[src/rtl/nvsr_regs.svh]
// Constants for the nonvolatile store/recall host controller
`ifndef NVSR_REGS_SVH
`define NVSR_REGS_SVH

`define NVSR_SEQ_A1        13'h0000
`define NVSR_SEQ_A2        13'h1555
`define NVSR_SEQ_A3        13'h0aaa
`define NVSR_SEQ_A4        13'h1fff
`define NVSR_SEQ_A5        13'h10f0
`define NVSR_SEQ_RECALL    13'h0f0e
`define NVSR_SEQ_STORE     13'h0f0f
`define NVSR_CLK_NS        100
`define NVSR_ASSERT_NS     250
`define NVSR_ASSERT_CYC    ((`NVSR_ASSERT_NS + `NVSR_CLK_NS - 1) / `NVSR_CLK_NS)
`define NVSR_CYC_W         4
`define NVSR_ACC_CYC       4'h2
`define NVSR_BUSY_TMO      32'd200000

`endif

[src/rtl/nvsr_pkg.sv]
// Types for the nonvolatile store/recall host controller
package nvsr_pkg;

   typedef enum logic [6:0] {
      NVSR_IDLE   = 7'h01,
      NVSR_ACC    = 7'h02,
      NVSR_GAP    = 7'h04,
      NVSR_HPULL  = 7'h08,
      NVSR_HWAIT  = 7'h10,
      NVSR_HREL   = 7'h20,
      NVSR_DONE   = 7'h40
   } nvsr_state_e;

   typedef struct packed {
      logic        start;
      logic        write;
      logic [12:0] addr;
      logic [7:0]  wdata;
   } nvsr_req_s;

   typedef struct packed {
      logic        ce_n;
      logic        we_n;
      logic        oe_n;
      logic [12:0] addr;
      logic [7:0]  dq_out;
      logic        dq_oe_n;
   } nvsr_bus_s;

endpackage : nvsr_pkg

[src/rtl/nvsr_host.sv]
// Host controller driving the nonvolatile memory bus and the store/busy line
// Behaviour
// - Recall is six reads: 0000,1555,0AAA,1FFF,10F0,0F0E.
// - Host keeps write strobe inactive during the power-up recall.
// - Line held low beyond minimum assert time starts a store.
// - Outside logic may hold line high to suppress automatic stores.
// - Software store is same five reads then read 0F0F.
// - Any other access interrupting the sequence aborts it.
// - Outside logic holds store/busy low at least 250 ns.
`timescale 1ns/10ps
`include "nvsr_regs.svh"

module nvsr_host
(
   input  wire logic               ref_clk,
   input  wire logic               reset_n,
   input  wire nvsr_pkg::nvsr_req_s req,
   input  wire logic               sw_store,
   input  wire logic               sw_recall,
   input  wire logic               hw_store,
   input  wire logic [7:0]         dq_in,
   input  wire logic               store_busy_n_in,
   output logic                    busy,
   output logic                    done,
   output logic                    timeout,
   output logic [7:0]              rdata,
   output nvsr_pkg::nvsr_bus_s     bus,
   output logic                    store_busy_n_out,
   output logic                    store_busy_n_oe_n
);

   ////////////////////////////////////////////////////////////////////////////
   // State
   nvsr_pkg::nvsr_state_e state_q, state_d;
   logic [`NVSR_CYC_W-1:0] cnt_q, cnt_d;
   logic [2:0]             seq_q, seq_d;
   logic                   seq_on_q, seq_on_d;
   logic                   last_q, last_d;
   logic [12:0]            addr_q, addr_d;
   logic [7:0]             wdat_q, wdat_d;
   logic                   wr_q, wr_d;
   logic [31:0]            tmo_q, tmo_d;
   logic                   busy_q, busy_d;
   logic                   done_q, done_d;
   logic                   tmo_f_q, tmo_f_d;
   logic [7:0]             rdata_q, rdata_d;
   nvsr_pkg::nvsr_bus_s    bus_q, bus_d;
   logic                   hoe_n_q, hoe_n_d;

   // Address of each step of the six-read sequence
   function automatic logic [12:0] seq_addr(input logic [2:0] i, input logic rec);
      case (i)
         3'h0:    seq_addr = `NVSR_SEQ_A1;
         3'h1:    seq_addr = `NVSR_SEQ_A2;
         3'h2:    seq_addr = `NVSR_SEQ_A3;
         3'h3:    seq_addr = `NVSR_SEQ_A4;
         3'h4:    seq_addr = `NVSR_SEQ_A5;
         default: seq_addr = rec ? `NVSR_SEQ_RECALL : `NVSR_SEQ_STORE;
      endcase
   endfunction : seq_addr

   ////////////////////////////////////////////////////////////////////////////
   // Next-state logic
   always_comb
   begin
      state_d  = state_q;
      cnt_d    = cnt_q;
      seq_d    = seq_q;
      seq_on_d = seq_on_q;
      last_d   = last_q;
      addr_d   = addr_q;
      wdat_d   = wdat_q;
      wr_d     = wr_q;
      tmo_d    = tmo_q;
      busy_d   = busy_q;
      done_d   = 1'b0;
      tmo_f_d  = 1'b0;
      rdata_d  = rdata_q;
      bus_d    = bus_q;
      hoe_n_d  = 1'b1;
      case (state_q)
         nvsr_pkg::NVSR_IDLE:
         begin
            bus_d.ce_n    = 1'b1;
            bus_d.we_n    = 1'b1;
            bus_d.oe_n    = 1'b1;
            bus_d.dq_oe_n = 1'b1;
            busy_d        = 1'b0;
            if (hw_store)
            begin
               hoe_n_d = 1'b0;
               cnt_d   = '0;
               busy_d  = 1'b1;
               state_d = nvsr_pkg::NVSR_HPULL;
            end
            else if (sw_store || sw_recall)
            begin
               // Sequence reads go back to back, no foreign access between
               seq_d    = 3'h0;
               seq_on_d = 1'b1;
               last_d   = sw_recall;
               addr_d   = seq_addr(3'h0, sw_recall);
               wr_d     = 1'b0;
               busy_d   = 1'b1;
               cnt_d    = '0;
               state_d  = nvsr_pkg::NVSR_ACC;
            end
            else if (req.start && store_busy_n_in)
            begin
               seq_on_d = 1'b0;
               addr_d   = req.addr;
               wdat_d   = req.wdata;
               wr_d     = req.write;
               busy_d   = 1'b1;
               cnt_d    = '0;
               state_d  = nvsr_pkg::NVSR_ACC;
            end
         end
         nvsr_pkg::NVSR_ACC:
         begin
            bus_d.addr    = addr_q;
            bus_d.dq_out  = wdat_q;
            bus_d.ce_n    = 1'b0;
            bus_d.we_n    = ~wr_q;
            bus_d.oe_n    = wr_q;
            bus_d.dq_oe_n = ~wr_q;
            cnt_d         = cnt_q + 1'b1;
            if (cnt_q == `NVSR_ACC_CYC)
            begin
               if (!wr_q)
               begin
                  rdata_d = dq_in;
               end
               bus_d.ce_n = 1'b1;
               bus_d.we_n = 1'b1;
               bus_d.oe_n = 1'b1;
               state_d    = nvsr_pkg::NVSR_GAP;
            end
         end
         nvsr_pkg::NVSR_GAP:
         begin
            bus_d.dq_oe_n = 1'b1;
            cnt_d         = '0;
            if (seq_on_q && seq_q != 3'h5)
            begin
               seq_d   = seq_q + 3'h1;
               addr_d  = seq_addr(seq_q + 3'h1, last_q);
               state_d = nvsr_pkg::NVSR_ACC;
            end
            else if (seq_on_q)
            begin
               // Device now runs its cycle ignoring inputs; wait for idle line
               tmo_d   = '0;
               state_d = nvsr_pkg::NVSR_HREL;
            end
            else
            begin
               state_d = nvsr_pkg::NVSR_DONE;
            end
         end
         nvsr_pkg::NVSR_HPULL:
         begin
            hoe_n_d = 1'b0;
            cnt_d   = cnt_q + 1'b1;
            if (cnt_q == `NVSR_CYC_W'(`NVSR_ASSERT_CYC))
            begin
               hoe_n_d = 1'b1;
               tmo_d   = '0;
               state_d = nvsr_pkg::NVSR_HREL;
            end
         end
         nvsr_pkg::NVSR_HREL:
         begin
            // Wait until no device holds the shared line low
            tmo_d = tmo_q + 32'd1;
            if (store_busy_n_in)
            begin
               state_d = nvsr_pkg::NVSR_DONE;
            end
            else if (tmo_q == `NVSR_BUSY_TMO)
            begin
               tmo_f_d = 1'b1;
               state_d = nvsr_pkg::NVSR_DONE;
            end
         end
         nvsr_pkg::NVSR_DONE:
         begin
            done_d  = 1'b1;
            busy_d  = 1'b0;
            state_d = nvsr_pkg::NVSR_IDLE;
         end
         default:
         begin
            state_d = nvsr_pkg::NVSR_IDLE;
         end
      endcase
   end

   ////////////////////////////////////////////////////////////////////////////
   // Registers
   always_ff @(posedge ref_clk)
   begin
      if (!reset_n)
      begin
         state_q  <= nvsr_pkg::NVSR_IDLE;
         cnt_q    <= '0;
         seq_q    <= '0;
         seq_on_q <= 1'b0;
         last_q   <= 1'b0;
         addr_q   <= '0;
         wdat_q   <= '0;
         wr_q     <= 1'b0;
         tmo_q    <= '0;
         busy_q   <= 1'b0;
         done_q   <= 1'b0;
         tmo_f_q  <= 1'b0;
         rdata_q  <= '0;
         bus_q    <= '{ce_n: 1'b1, we_n: 1'b1, oe_n: 1'b1, addr: 13'h0000,
                       dq_out: 8'h00, dq_oe_n: 1'b1};
         hoe_n_q  <= 1'b1;
      end
      else
      begin
         state_q  <= state_d;
         cnt_q    <= cnt_d;
         seq_q    <= seq_d;
         seq_on_q <= seq_on_d;
         last_q   <= last_d;
         addr_q   <= addr_d;
         wdat_q   <= wdat_d;
         wr_q     <= wr_d;
         tmo_q    <= tmo_d;
         busy_q   <= busy_d;
         done_q   <= done_d;
         tmo_f_q  <= tmo_f_d;
         rdata_q  <= rdata_d;
         bus_q    <= bus_d;
         hoe_n_q  <= hoe_n_d;
      end
   end

   ////////////////////////////////////////////////////////////////////////////
   // Outputs
   assign busy              = busy_q;
   assign done              = done_q;
   assign timeout           = tmo_f_q;
   assign rdata             = rdata_q;
   assign bus               = bus_q;
   // Open drain only: never driven high, so automatic stores are never overpowered
   assign store_busy_n_out  = 1'b0;
   assign store_busy_n_oe_n = hoe_n_q;

endmodule : nvsr_host

[config.mk]
export PLATFORM = sky130hd
export DESIGN_NAME = nvsr_host
export DESIGN_NICKNAME = d
export VERILOG_FILES = /design/src/rtl/nvsr_pkg.sv /design/src/rtl/nvsr_host.sv
export VERILOG_INCLUDE_DIRS = /design/src /design/src/rtl
export SDC_FILE = /design/constraint.sdc
export NUM_CORES = 1
export LEC_CHECK = 0
export BUFFER_PORTS_ARGS = -buffer_cell sky130_fd_sc_hd__buf_2
export CAP_MARGIN = 5
export CORE_MARGIN = 5
export CORE_UTILIZATION = 40
export DETAILED_ROUTE_END_ITERATION = 6
export PLACE_DENSITY = 0.69
export SKIP_CTS_REPAIR_TIMING = 1
export SLEW_MARGIN = 25
export SYNTH_ARGS = -nofsm -noshare
export SYNTH_HDL_FRONTEND = slang
export SYNTH_SLANG_ARGS = --single-unit
[constraint.sdc]
create_clock -name ref_clk -period 2.4 [get_ports ref_clk]
set_clock_uncertainty 0.15 [all_clocks]
set_input_delay 0.48 -clock ref_clk [delete_from_list [all_inputs] [get_ports ref_clk]]
set_output_delay 0.48 -clock ref_clk [all_outputs]
set_load 0.005 [all_outputs]
==> flow_summary.yaml, run 1 <==
flow_run:
  maxCapViolCount: 0
synthesis:
  syn_inst: 575
  synth_warnings: 0
  ys_ff_latch: 106
  syn_avg_cell_area_um2: 8.45
  synth_area_leader_cell: "dfxtp_1"
  synth_flop_cell: "dfxtp_1"
  synth_enable_flop_cells: 0
  synth.distinct_cells: 69
  yosys-top-cells-area: "dfxtp_1 (44%), a21oi_1 (6.4%), nand2_1 (6.3%), nor2_1 (3.7%), mux2i_1 (3.3%)"
  ys_async_sr_fraction_pct: 0
  synth_area_um2: 4860
  synth_top_area_share_pct: 43.7
  ys_seq_area_share_pct: 43.7
  synth_nets: 621
place:
  place_ws_ps: 79.0
  numPortBuffers: 73
  placed_cell_area_um2: 5520
  post-dp-hpwl_um: 8880
  gp_congestion: 0.879
  place_inst: 794
critical_path:
  cp_num_buf_inv: 2
  crit_path_max_incr_delay_ps: 460
  r2r_slack_ps: 110
  worstSetupPathType: "reg -> reg"
  cp-start-kind: "register"
  path_cells: "buf_4 > nor3_2 > nand3_2 > a211o_1 > buf_12 > or4_1 > a21oi_1"
  r2r-end: "tmo_q[25]"
  slowest_stage: "or4_1"
  worstPathMaxFanout: 29
  crit_required_ps: 2530
  r2r-start: "state_q[1]"
  arrival_ps: 2430
  crit_family: "simple AND/OR/NAND/NOR gates"
  worstSetupEndpointType: "register"
  r2r_cells: 7
global_routing:
  grt-ovfl-total: 0
  first_global_vias: 4389
  grt_max_degree: 31
  antenna_found_initial: 1
  gr-usage-met2_pct: 27.7
  use_met1_pct: 21.1
  top_usage_layer: "met2"
  grtUsageTotal_pct: 17.0
  grt.met3_usage_pct: 6.36
  grt_pass1_wl_um: 20200
run_status:
  status: "finished clean"
hold_path:
  whs_path_depth: 3
  min_to: "rdata[5]"
  holdCritStartpoint: "dq_in[5]"
  hp-class: "in -> reg"
routing:
  dr_total_vias: 4556
  drt_iter0_drc: 303
  wl_um: 12100
  drc: 0
  wl_per_cell_um: 15.0
  avgViaCountPerCell: 5.62
  drt_first_pass_iters: 5
  ant_nets: 0
sta:
  setup_viol: 0
  tightestPinTransition_ps: 589
  timing.final.ws_setup_ps: 105
  drv_slew: 0
  fin_crit_ps: 2290
  rsz0062_at_grt: "false"
  max-slew-margin-rel_pct: 59.7
  post-route-period-util_pct: 95.6
  hold_viol_final: 0
  hold-worst-slack_ps: 206
  max_freq_mhz: 436
  tns_ps: 0
power:
  p_leak_nw: 2.19
  ir_drop_v: 0.000512
  cellPowerDensity_nw_per_um2: 779
floorplanning:
  num_rows: 40
  ios: 75
  start_util_pct: 40.6
  die_w_um: 120
  die_h_um: 120
  coreArea_um2: 12000
  die_area_um2: 14400
finish:
  area_delta_synth_final_pct: 20.2
  n_antenna_cell: 0
  drive_gt1_share_pct: 22.6
  fin_area_um2: 5840
  final_cell_count_no_fill: 810
  num-nets-final: 704
clock_tree:
  cts_tree: "yes"
  numCtsBuffers: 9
  cts_buffer_depth: 2
  clock-sinks: 106
  cts.htree.levels: 3
  clock_latency_ps: 360
  cts-root-buf: "clkbuf_16"
  clk_pin_slew_ps: 70
==> cell families (layout without fill, tap and decap cells) <==
group,count (synthesis),after routing,share of synthesized area [%]
flip-flops,106,106,43.7
other,1,1,0.0772
AND/OR/NAND/NOR,233,233,24.9
AO/OA/AOI/OAI,154,154,20.1
multiplexers,16,16,3.30
buffers and inverters,51,139,4.69
XOR/XNOR,5,5,0.902
adder cells (fa/ha/maj),9,9,2.32
==> placed cells by master (no fill, tap or decap), types with 5 or more instances in the layout <==
cell type,count
o21ai_0,24
clkbuf_16,9
nor4_1,5
a21oi_1,62
dfxtp_1,102
o31ai_1,14
nor3_1,11
nor2_1,48
nand4_1,9
ha_1,8
buf_4,31
nand3_1,14
or3_1,9
or4_1,15
xnor2_1,5
nand2_1,81
mux2i_1,16
buf_2,73
a211oi_1,6
inv_1,15
a311oi_1,8
==> synthesized netlist by cell type, types with 5 or more instances <==
cell / instances
dfxtp_1: 106
nand2_1: 81
a21oi_1: 62
nor2_1: 48
o21ai_0: 26
clkbuf_1: 18
inv_1: 16
mux2i_1: 16
or4_1: 15
nand3_1: 14
o31ai_1: 14
buf_2: 11
nor3_1: 11
ha_1: 9
nand4_1: 9
or3_1: 9
a311oi_1: 8
a211oi_1: 6
nor4_1: 5
xnor2_1: 5
==> worst min-delay path, cell delays in order <==
cell and delay [ps]:
buf_2 70, mux2i_1 50, nor2_1 70
==> routing by layer <==
metal | up-vias | wire (um)
li1 | 2249 | -
met1 | 2145 | 5430
met2 | 138 | 5540
met3 | 22 | 982
met4 | 2 | 177
met5 | - | 7
==> final cells by class <==
class                   count  area (um^2)
clock inverters             5         45.0
well taps                 147          184
flip-flops and latches    106         2130
inverters                  17         63.8
fillers                  1137         6130
repair buffers            106          638
multi-input cells         418         2520
clock buffers              11          253
==> state kept, by name, summed over array words and instances, names as in the netlist <==
register,count
busy,1
seq_q,3
addr_q,13
seq_on_q,1
wr_q,1
last_q,1
state_q,6
bus,25
wdat_q,8
done,1
timeout,1
rdata,8
cnt_q,4
tmo_q,32
store_busy_n_oe_n,1
==> worst max path at each step <==
| stage | from | end | cells after the start |
|---|---|---|---|
| 2_1_floorplan | state_q[1] | wdat_q[2] | 7 |
| 3_3_place_gp | cnt_q[0] | tmo_q[14] | 7 |
| 3_5_place_dp | cnt_q[0] | tmo_q[30] | 7 |
| 4_1_cts | cnt_q[0] | tmo_q[30] | 7 |
| 5_1_grt | state_q[0] | tmo_q[31] | 6 |
| 6_report | state_q[1] | tmo_q[25] | 7 |
==> power breakdown <==
part	internal (mW)	total [mW]	switching [mW]
Sequential	1.90	2.00	0.101
Combinational	0.475	1.10	0.622
Clock	0.775	1.45	0.678
Total	3.15	4.55	1.40
==> through the flow <==
step,total power [mW],util [%]
2_1_floorplan,2.75,-
3_3_place_gp,3.08,46.1
3_5_place_dp,3.11,46.1
4_1_cts,4.59,48.6
5_1_grt,4.79,48.8
6_report,4.55,48.8
No activity file was read; power rests on OpenSTA's default activity.
==> run 2, diff against run 1 <==
Settings changed: CORE_ASPECT_RATIO from default to 1.75.
==> flow_summary.yaml, run 2 (synthesized netlist as in run 1, its figures left out) <==
run_status:
  status: "finished clean"
finish:
  fin_util_pct: 49.4
  drive_gt1_share_pct: 23.0
  n_antenna_cell: 0
  num-nets-final: 705
  largest_register_ffs: 32
  layout_common_cells: "dfxtp_1 (101), nand2_1 (81), buf_2 (73), a21oi_1 (60), nor2_1 (46)"
  area_delta_synth_final_pct: 21.5
  layout_commonest_cell: "dfxtp_1"
  top_register: "tmo_q"
sta:
  max_freq_mhz: 427
  drv_slew: 0
  post-route-period-util_pct: 97.6
  fin_crit_ps: 2340
  tightestPinTransition_ps: 576
  max-slew-margin-rel_pct: 61.2
  tns_ps: 0
  setup_viol: 0
  hold_viol_final: 0
  rsz0062_at_grt: "true"
routing:
  top_layer: "met4"
  dr_total_vias: 4558
  routed-wl-met3_um: 461
  wl_met2_um: 7130
  drt_first_pass_iters: 4
  avgViaCountPerCell: 5.69
  wl_per_cell_um: 15.8
  drt_iter0_drc: 192
  wl_met1_um: 4620
  wl_um: 12700
  ant_nets: 0
  drc: 0
power:
  cellPowerDensity_nw_per_um2: 787
  total_power_mw: 4.64
  ir_drop_v: 0.000559
  p_leak_nw: 2.21
clock_tree:
  cts_buffer_depth: 2
  cts-root-buf: "clkbuf_16"
  clock_latency_ps: 340
  clock-sinks: 106
  numCtsBuffers: 9
  clk_pin_slew_ps: 90
  cts.htree.levels: 3
  cts_tree: "yes"
floorplanning:
  die_w_um: 93.3
  ios: 75
  coreArea_um2: 11900
  num_rows: 53
  die_h_um: 156
  start_util_pct: 40.7
  die_area_um2: 14500
critical_path:
  slowest_stage: "or4_1"
  cpMostUsedCell: "buf_4"
  r2r_slack_ps: 60
  worstPathMaxFanout: 17
  path_cells: "buf_4 > nor4_4 > o21ai_4 > buf_4 > a21o_1 > buf_12 > or4_1 > a21oi_2"
  r2r_cells: 8
  crit_family: "simple AND/OR/NAND/NOR gates"
  worstSetupPathType: "reg -> reg"
  cp-start-kind: "register"
  path_depth: 8
  cp_num_buf_inv: 3
  arrival_ps: 2470
  crit_path_max_incr_delay_ps: 520
  crit_required_ps: 2530
  startpoint: "state_q[2]"
  worstSetupEndpointType: "register"
  r2r-start: "state_q[2]"
flow_run:
  maxCapViolCount: 0
hold_path:
  hp-class: "in -> reg"
  holdCritStartpoint: "req[1]"
  whs_path_depth: 3
global_routing:
  first_global_vias: 4596
  grt_pass1_wl_um: 21000
  antenna_found_initial: 0
  grtUsageTotal_pct: 17.6
  grt_max_degree: 47
  grt-ovfl-total: 0
place:
  gp_congestion: 0.900
  numPortBuffers: 73
  post-dp-hpwl_um: 9650
run 2: cell count changes in the layout (fill, tap and decap cells not counted), sizes merged:
cell / previous run / this run
inv: 18 / 20
buf: 106 / 107
clkinvlp: 1 / 0
clkinv: 3 / 4
clkbuf: 11 / 9
run 2: power breakdown:
group	leakage, nW	switching (mW)	internal, mW
registers	0.860	0.105	1.90
clock network	0.156	0.765	0.764
logic	1.20	0.635	0.480
run 2: final cells by class:
class                      count  area [um^2]
fill                        1158         6040
clock buffer                   9          225
tap                          137          171
sequential                   106         2130
multi-input combinational    418         2560
timing repair buffer         107          658
inverter                      17         63.8
clock inverter                 7         96.3
run 2: tightest hold or removal path, delay by kind of cell:
kind	cells	cell delay [ps]
buffers and inverters	1	80
AND/OR/NAND/NOR	1	70
multiplexers	1	50
run 2: worst paths after layout:
kind | end
worst max-delay path | tmo_q[30]
worst min register to register | bus[20]
worst max register to register | tmo_q[30]
worst min-delay path | wdat_q[1]
run 2: routing by layer:
metal | vias up | track usage, %
li1 | 2251 | -
met1 | 2168 | 17.6
met2 | 101 | 33.9
met3 | 38 | 3.23
met4 | 0 | 8.67
met5 | - | 0
run 2: per-stage QoR:
step                instance area [um^2]  instances  worst slack [ps]  hold WS, ps
floorplan                           4860        575               133          279
global placement                    5510        783               190          287
detailed placement                  5510        783              82.0          296
CTS                                 5830        799              58.3          201
global route                        5900        801             -16.8          216
finish                              5900        801              56.6          210
